[src/hdl/ov_resp_pkg.sv]
// Constants, types and rule summary for the output overvoltage fault response block.
// Function
// Overvoltage fault sets the overvoltage flag in the top-level status byte.
// Overvoltage fault sets the output-voltage summary flag in the status word upper byte.
// Overvoltage fault sets the overvoltage flag in the output-voltage status register.
// Every overvoltage fault drives the alert output active, whatever the response.
// Setting 0x00: clamp only, top off and bottom on while above limit.
// Setting 0x80: disable output on fault, never restart automatically.
// Setting 0xb8: disable output, retry forever until off, bias loss or latching fault.
// Setting 0x4n: latch off after fault persists n times 10 us.
// Setting 0x78+n: shut down after n times 10 us, then retry continuously.
// Unrecognised setting writes are ignored and raise a communication/memory/logic fault.
// Response field 11 is unsupported and raises a communication/memory/logic fault.
// Overvoltage flags hold until clear-faults, off-then-on, or bias cycle.
// Response 01 keeps running for the delay, then follows the retry field.
// Response 10 disables output at once, then follows the retry field.
// Retry 000 never restarts; retry 111 restarts without limit.
// Restart attempts are spaced by the retry interval setting.
// Delay field counts 10 us units and applies only to deglitched response.
// Retry wait lasts the longer of retry interval and output decay unless disabled.
package ov_resp_pkg;

	localparam int unsigned CLK_HZ = 40_000_000;
	localparam int unsigned DELAY_UNIT_NS = 10_000;
	localparam int unsigned DELAY_UNIT_CYC = (DELAY_UNIT_NS * (CLK_HZ / 1_000_000)) / 1000;
	localparam int unsigned RETRY_UNIT_CYC = DELAY_UNIT_CYC;
	localparam logic [7:0] RESP_RESET = 8'hb8;
	localparam logic [7:0] RESP_CLAMP = 8'h00;
	localparam logic [7:0] RESP_LATCH = 8'h80;
	localparam logic [7:0] RESP_RETRY = 8'hb8;
	localparam logic [4:0] RESP_DGL_LATCH_HI = 5'h08;
	localparam logic [4:0] RESP_DGL_RETRY_HI = 5'h0f;
	localparam int unsigned RESP_FIELD_MSB = 7;
	localparam int unsigned RETRY_FIELD_MSB = 5;
	localparam int unsigned DELAY_FIELD_MSB = 2;
	localparam logic [1:0] MODE_CLAMP = 2'h0;
	localparam logic [1:0] MODE_DEGLITCH = 2'h1;
	localparam logic [1:0] MODE_IMMEDIATE = 2'h2;
	localparam logic [2:0] RETRY_NONE = 3'h0;
	localparam logic [2:0] RETRY_FOREVER = 3'h7;

	typedef enum {ST_RUN, ST_DEGLITCH, ST_LATCHED, ST_RETRY_WAIT} ov_state_t;

	typedef struct packed {
		logic status_byte_ov;
		logic status_word_vout;
		logic status_vout_ov;
	} ov_flags_t;

	typedef struct packed {
		logic top_on_en;
		logic bottom_force_on;
		logic output_disable;
		logic restart_pulse;
	} power_ctl_t;

endpackage : ov_resp_pkg

[src/hdl/ov_fault_response.sv]
// Output overvoltage fault response: setting register, status flags, alert and power control.
`timescale 1ns/1ps
`default_nettype none
module ov_fault_response
	import ov_resp_pkg::*;
#(
	parameter int unsigned RETRY_W = 24
) (
	input wire logic clk_sys_i,
	input wire logic rst_b_i,
	input wire logic resp_wr_i,
	input wire logic [7:0] resp_wdata_i,
	input wire logic [RETRY_W-1:0] retry_interval_setting_i,
	input wire logic decay_check_en_i,
	input wire logic output_decayed_i,
	input wire logic ov_detect_i,
	input wire logic clear_faults_i,
	input wire logic output_commanded_on_i,
	input wire logic other_latch_fault_i,
	output logic [7:0] output_overvoltage_response_o,
	output ov_flags_t flags_o,
	output logic alert_o,
	output logic cml_fault_o,
	output power_ctl_t power_o,
	output logic overvoltage_low_side_clamp_o
);
	typedef struct packed {
		logic [7:0] resp;
		ov_flags_t flags;
		logic alert;
		logic cml;
		ov_state_t st;
		logic cmd_on_d;
		logic disable_out;
		logic restart;
		logic interval_done;
	} ov_top_state_t;

	ov_top_state_t s;
	ov_top_state_t next_s;
	logic [1:0] resp_mode;
	logic [2:0] retry_mode;
	logic wr_valid;
	logic off_to_on;
	logic dgl_start;
	logic dgl_done;
	logic rty_start;
	logic rty_done;

	assign resp_mode = s.resp[RESP_FIELD_MSB -: 2];
	assign retry_mode = s.resp[RETRY_FIELD_MSB -: 3];
	assign off_to_on = output_commanded_on_i && !s.cmd_on_d;

	// Only the documented encodings are accepted; everything else is refused.
	always_comb begin
		wr_valid = (resp_wdata_i == RESP_CLAMP) || (resp_wdata_i == RESP_LATCH)
			|| (resp_wdata_i == RESP_RETRY)
			|| (resp_wdata_i[7:3] == RESP_DGL_LATCH_HI)
			|| (resp_wdata_i[7:3] == RESP_DGL_RETRY_HI);
	end

	assign dgl_start = (s.st == ST_RUN) && ov_detect_i && (resp_mode == MODE_DEGLITCH);
	assign rty_start = (s.st != ST_RETRY_WAIT) && (next_s.st == ST_RETRY_WAIT);

	ov_unit_timer #(
		.UNIT_CYC(DELAY_UNIT_CYC),
		.COUNT_W(3)
	) u_deglitch (
		.clk_sys_i(clk_sys_i),
		.rst_b_i(rst_b_i),
		.start_i(dgl_start),
		.units_i(s.resp[DELAY_FIELD_MSB:0]),
		.done_o(dgl_done),
		.busy_o()
	);

	ov_unit_timer #(
		.UNIT_CYC(RETRY_UNIT_CYC),
		.COUNT_W(RETRY_W)
	) u_retry (
		.clk_sys_i(clk_sys_i),
		.rst_b_i(rst_b_i),
		.start_i(rty_start),
		.units_i(retry_interval_setting_i),
		.done_o(rty_done),
		.busy_o()
	);

	always_comb begin
		next_s = s;
		next_s.cml = 1'b0;
		next_s.restart = 1'b0;
		next_s.cmd_on_d = output_commanded_on_i;
		if (resp_wr_i) begin
			if (wr_valid) begin
				next_s.resp = resp_wdata_i;
			end else begin
				next_s.cml = 1'b1;
			end
		end
		// Clears come first so that a fault in the same cycle still sets the flags.
		if (clear_faults_i || off_to_on) begin
			next_s.flags = '0;
			next_s.alert = 1'b0;
		end
		if (ov_detect_i) begin
			next_s.flags.status_byte_ov = 1'b1;
			next_s.flags.status_word_vout = 1'b1;
			next_s.flags.status_vout_ov = 1'b1;
			next_s.alert = 1'b1;
		end
		if (rty_done) begin
			next_s.interval_done = 1'b1;
		end
		unique case (s.st)
			ST_RUN: begin
				next_s.disable_out = 1'b0;
				if (ov_detect_i && output_commanded_on_i) begin
					if (resp_mode == MODE_DEGLITCH) begin
						next_s.st = ST_DEGLITCH;
					end else if (resp_mode == MODE_IMMEDIATE) begin
						next_s.disable_out = 1'b1;
						next_s.interval_done = 1'b0;
						next_s.st = (retry_mode == RETRY_FOREVER) ? ST_RETRY_WAIT : ST_LATCHED;
					end
				end
			end
			ST_DEGLITCH: begin
				if (!ov_detect_i) begin
					next_s.st = ST_RUN;
				end else if (dgl_done) begin
					next_s.disable_out = 1'b1;
					next_s.interval_done = 1'b0;
					next_s.st = (retry_mode == RETRY_FOREVER) ? ST_RETRY_WAIT : ST_LATCHED;
				end
			end
			ST_LATCHED: begin
				next_s.disable_out = 1'b1;
				if (off_to_on) begin
					next_s.st = ST_RUN;
				end
			end
			ST_RETRY_WAIT: begin
				if (other_latch_fault_i) begin
					next_s.st = ST_LATCHED;
				end else if (!output_commanded_on_i) begin
					next_s.st = ST_RUN;
				end else if ((s.interval_done || rty_done)
					&& (output_decayed_i || !decay_check_en_i)) begin
					next_s.restart = 1'b1;
					next_s.disable_out = 1'b0;
					next_s.st = ST_RUN;
				end
			end
		endcase
		if (!output_commanded_on_i && s.st == ST_RUN) begin
			next_s.disable_out = 1'b0;
		end
	end

	always_ff @(posedge clk_sys_i or negedge rst_b_i) begin
		if (!rst_b_i) begin
			// The on-command edge detector starts high, so a pin already high at reset is no off-then-on.
			s <= '{resp: RESP_RESET, st: ST_RUN, cmd_on_d: 1'b1, default: '0};
		end else begin
			s <= next_s;
		end
	end

	// Clamp acts combinationally from the comparator so the pull-down is not delayed.
	always_comb begin
		overvoltage_low_side_clamp_o = (resp_mode == MODE_CLAMP) && ov_detect_i;
		power_o.bottom_force_on = overvoltage_low_side_clamp_o;
		power_o.top_on_en = !overvoltage_low_side_clamp_o && !s.disable_out;
		power_o.output_disable = s.disable_out;
		power_o.restart_pulse = s.restart;
	end

	assign output_overvoltage_response_o = s.resp;
	assign flags_o = s.flags;
	assign alert_o = s.alert;
	assign cml_fault_o = s.cml;

	flags_set_a: assert property (@(posedge clk_sys_i) disable iff (!rst_b_i)
		ov_detect_i |=> flags_o == 3'b111 && alert_o)
		else $error("fault did not set flags and alert");
	bad_write_a: assert property (@(posedge clk_sys_i) disable iff (!rst_b_i)
		resp_wr_i && !wr_valid |=> cml_fault_o && $stable(output_overvoltage_response_o))
		else $error("bad write not refused");
	top_two_a: assert property (@(posedge clk_sys_i) disable iff (!rst_b_i)
		resp_wr_i && resp_wdata_i[7:6] == 2'b11 |=> cml_fault_o)
		else $error("unsupported field not flagged");
	flag_hold_a: assert property (@(posedge clk_sys_i) disable iff (!rst_b_i)
		flags_o.status_vout_ov && !clear_faults_i && !off_to_on |=> flags_o.status_vout_ov)
		else $error("flag dropped without clear");
	clamp_drive_a: assert property (@(posedge clk_sys_i) disable iff (!rst_b_i)
		resp_mode == MODE_CLAMP && ov_detect_i |-> power_o.bottom_force_on && !power_o.top_on_en)
		else $error("clamp not driven");
	immediate_off_a: assert property (@(posedge clk_sys_i) disable iff (!rst_b_i)
		s.st == ST_RUN && ov_detect_i && output_commanded_on_i && resp_mode == MODE_IMMEDIATE
		|=> power_o.output_disable)
		else $error("immediate shutdown missed");
	no_retry_a: assert property (@(posedge clk_sys_i) disable iff (!rst_b_i)
		s.st == ST_LATCHED |-> !power_o.restart_pulse)
		else $error("restart while latched");
	decay_wait_a: assert property (@(posedge clk_sys_i) disable iff (!rst_b_i)
		power_o.restart_pulse |-> $past(output_decayed_i) || !$past(decay_check_en_i))
		else $error("restart before decay");
	dgl_hold_a: assert property (@(posedge clk_sys_i) disable iff (!rst_b_i)
		s.st == ST_RUN && ov_detect_i && output_commanded_on_i && resp_mode == MODE_DEGLITCH
		|=> !power_o.output_disable)
		else $error("deglitch shut down early");
	other_latch_a: assert property (@(posedge clk_sys_i) disable iff (!rst_b_i)
		s.st == ST_RETRY_WAIT && other_latch_fault_i
		|=> s.st == ST_LATCHED && power_o.output_disable)
		else $error("other fault did not latch off");
endmodule : ov_fault_response
`default_nettype wire

[src/hdl/ov_unit_timer.sv]
// Down counter that measures a programmed number of time units.
`timescale 1ns/1ps
`default_nettype none
module ov_unit_timer
	import ov_resp_pkg::*;
#(
	parameter int unsigned UNIT_CYC = 400,
	parameter int unsigned COUNT_W = 24
) (
	input wire logic clk_sys_i,
	input wire logic rst_b_i,
	input wire logic start_i,
	input wire logic [COUNT_W-1:0] units_i,
	output logic done_o,
	output logic busy_o
);
	typedef struct packed {
		logic [COUNT_W-1:0] units;
		logic [15:0] cyc;
		logic busy;
		logic done;
	} tmr_state_t;

	tmr_state_t s;
	tmr_state_t next_s;

	always_comb begin
		next_s = s;
		next_s.done = 1'b0;
		if (start_i) begin
			next_s.units = units_i;
			next_s.cyc = 16'(UNIT_CYC - 1);
			next_s.busy = (units_i != '0);
			next_s.done = (units_i == '0);
		end else if (s.busy) begin
			if (s.cyc != 16'h0000) begin
				next_s.cyc = s.cyc - 16'h0001;
			end else if (s.units == COUNT_W'(1)) begin
				next_s.busy = 1'b0;
				next_s.done = 1'b1;
			end else begin
				next_s.units = s.units - COUNT_W'(1);
				next_s.cyc = 16'(UNIT_CYC - 1);
			end
		end
	end

	always_ff @(posedge clk_sys_i or negedge rst_b_i) begin
		if (!rst_b_i) begin
			s <= '0;
		end else begin
			s <= next_s;
		end
	end

	assign done_o = s.done;
	assign busy_o = s.busy;
endmodule : ov_unit_timer
`default_nettype wire

[config.mk]
export PLATFORM = sky130hd
export DESIGN_NAME = ov_fault_response
export DESIGN_NICKNAME = d
export VERILOG_FILES = /design/src/hdl/ov_resp_pkg.sv /design/src/hdl/ov_fault_response.sv /design/src/hdl/ov_unit_timer.sv
export SDC_FILE = /design/constraint.sdc
export NUM_CORES = 1
export LEC_CHECK = 0
export BUFFER_PORTS_ARGS = -buffer_cell sky130_fd_sc_hd__buf_2
export CORE_AREA = 3 3 140 142
export CTS_CLUSTER_DIAMETER = 100
export CTS_CLUSTER_SIZE = 10
export DETAILED_ROUTE_END_ITERATION = 6
export DIE_AREA = 0 0 143 145
export GPL_TIMING_DRIVEN = 0
export SETUP_SLACK_MARGIN = 0.3
export SLEW_MARGIN = 20
export SYNTH_ARGS = -nofsm -noshare
export SYNTH_HDL_FRONTEND = slang
export SYNTH_HIERARCHICAL = 1
export SYNTH_SLANG_ARGS = --single-unit
[constraint.sdc]
create_clock -name clk_sys_i -period 7 [get_ports clk_sys_i]
set_clock_uncertainty 0.2 [all_clocks]
set_input_delay 0.7 -clock clk_sys_i [delete_from_list [all_inputs] [get_ports clk_sys_i]]
set_output_delay 0.7 -clock clk_sys_i [all_outputs]
set_load 0.005 [all_outputs]
==> metrics <==
CP max stage delay 0.77 ns; Setup CP Type reg2reg; Bufs on Longest Clock Path 2; post-synth cell types 78; Area growth syn-to-layout 14.3%; Sw Share 42.1%; hold buffers post-CTS 0; critical-path cell list nor4_1, nand4_1, nor4_4, a2bb2oi_1, nor4bb_2, clkbuf_1, clkbuf_1, buf_1, nand2_1, o21ai_0, a31o_2; Starting Density 34.8%; Detail Placement HPWL 11,800 um; final hold violations 0; ys flop type dfrtp_1; Mapped Avg Cell Area 9.50 um2; most frequent CP cell clkbuf_1; total global routing overflow 0; Post-Syn Instances 681; Final TNS setup 0 ns; Slew headroom 42.7%; clk_lat worst skew 0.36 ns; worst setup margin 2.42 ns; Max FO, Critical Path 10; Synth Cell Area 6470 um2; post-place setup slack 2.46 ns; FFs w/ async S/R, synth 100%; Seq cells post-synth 109; final WL 16,500 um; layout cells sized above 1 20.0%; ant diodes 0; port bufs 58; worst slew pin tran 0.848 ns; Final nets 800; post-layout util 39.8%; EDFF count, synth 0; Post-CTS Setup Repair Bufs 0; Startpoint Class flip-flop; H-tree levels 3; post-route ant nets 0; via/cell ratio 5.60; WP data arrival 4.67 ns; clk sink count 109; commonest non-fill, non-tap cell in the layout dfrtp_1; Tcrit/Tclk final 65.4%; max_cap viols 0; Clk pwr share 20.9%; DRC Markers 0; wire length per cell 16.6 um; root buffer cell clkbuf_16; Power per Cell Area 338 nW/um2; synth warn 6; overall die height 145 um; CP max-delay cell nor4bb_2; sequential fraction of the synthesis area 42.2%; CTS tree done; Site Rows 50; die area 20,700 um2; initial drt markers 420; area of the multi-input gates 3370 um2; first-pass GRT wire length 27,500 um; endpoint type of the worst setup path flip-flop; # IOs 59; Int Pwr 1.45 mW; fmax 0.219 GHz; commonest cells after routing, fill and taps aside dfrtp_1 (104), buf_2 (62), nand2_1 (41); vias in the first global route 5,290; RSZ-0062 raised after global routing no; outcome finished, final reports clean; Syn Nets 730; final setup vio count 0; sequential share of power 38.5%; Fillers 1,835; via count 5,542; maximum vdd drop 0.000141 V; worst hold path class in2async; total CTS buffers 9; gpl congestion 0.853; final slew viol count 0; die width 143 um; static leakage 3.08 nW; GRT Overall Usage 16.2%; Pre-antenna DRT Iters 5; Sequential Area 2730 um2; Final Critical Period 4.58 ns; Clk pin slew, worst setup/hold paths 0.08 ns; Req. time, crit path 7.10 ns; Switch Pwr 1.05 mW; largest net degree at the start of global routing 79; initial antenna violation count 0; Core Area 18,600 um2; post-cts gate resize count 0; combinational power share 40.6%
==> registers in the layout (all words and copies together) (netlist names), 2 cells and up <==
name                           cells
u_deglitch/s                      19
u_retry/s                         40
s                                 34
power_o                            2
output_overvoltage_response_o      8
==> Yosys cell counts, types with 12 or more instances <==
cell type / count / area [um2]
nor4_1: 30 / 188
nand3_1: 36 / 180
buf_4: 15 / 113
nand4_1: 22 / 138
dfrtp_1: 104 / 2600
nor2b_1: 19 / 119
o211ai_1: 16 / 120
a31oi_1: 12 / 75.1
and2_1: 30 / 188
nand2_1: 41 / 154
clkbuf_1: 20 / 75.1
nor3_1: 24 / 120
o21ai_0: 25 / 125
nor2_1: 38 / 143
or4_1: 13 / 97.6
inv_1: 28 / 105
a21oi_1: 13 / 65.1
==> power groups by stage <==
stage               Combinational (mW)  Clock [mW]  Sequential [mW]
floorplan                        0.753           0            0.925
global placement                 0.998           0            0.968
detailed placement                1.01           0            0.969
CTS                               1.02       0.537            0.960
global route                      1.14       0.561            0.988
finish                            1.02       0.523            0.964
==> area by class of cell <==
class                      instances  area share, %
buffer                            47           3.64
clock buffer                       9           3.04
clock inverter                     7           1.05
inverter                          29           1.47
multi-input combinational        496           45.5
sequential                       109           37.0
tap                              234           3.96
timing repair buffer              59           4.38
==> critical path, delay by kind of cell, from the launching register on <==
| family | cells | cell delay [ns] |
|---|---|---|
| compound gates | 3 | 0.48 |
| simple gates | 5 | 2.06 |
| flops | 1 | 0.38 |
| buf+inv | 3 | 1.38 |
==> stage by stage <==
stage	area (um2)	std cells	power, mW	hold slack, ns
after floorplan	6470	681	1.68	0.204
after global placement	7060	973	1.97	0.264
after detailed placement	7100	974	1.98	0.269
after CTS	7400	990	2.51	0.0172
after global routing	7400	990	2.69	0.0204
final	7400	990	2.50	0.00909
==> logic make-up (layout without fill, tap and decap cells) <==
| logic type | Yosys count | after routing | share of synthesized area [%] |
|---|---|---|---|
| fa+ha+maj | 8 | 8 | 1.55 |
| buf+inv | 76 | 151 | 5.84 |
| xor+xnor | 5 | 5 | 0.677 |
| simple gates | 331 | 331 | 31.8 |
| compound gates | 138 | 138 | 15.5 |
| mux | 14 | 14 | 2.44 |
| flops | 109 | 109 | 42.2 |
==> worst paths after layout <==
kind                                            start                                           end  slack [ns]  depth (start not counted)
worst max-delay path                  s[35]$_DFF_PN0_                     u_retry/s[28]$_DFFE_PN0P_        2.42                         11
worst min-delay path                          rst_b_i                     u_retry/s[37]$_DFFE_PN0P_       0.009                          1
worst max register to register        s[35]$_DFF_PN0_                     u_retry/s[28]$_DFFE_PN0P_        2.42                         11
worst min register to register        s[25]$_DFF_PN0_                               s[25]$_DFF_PN0_        0.29                          1
max in group asynchronous                     rst_b_i  output_overvoltage_response_o[4]$_DFFE_PN1P_        5.85                          2
min in group clk_sys_i          output_commanded_on_i                                s[3]$_DFF_PN1_        0.25                          1
==> metal layers <==
layer,vias to the layer above,GRT usage [%],wire [um]
met5,-,0,0
met4,0,4.90,272
met3,22,3.53,794
met2,145,25.0,7520
met1,2686,22.9,7870
li1,2689,-,-
Power figures use the tool's default switching activity.
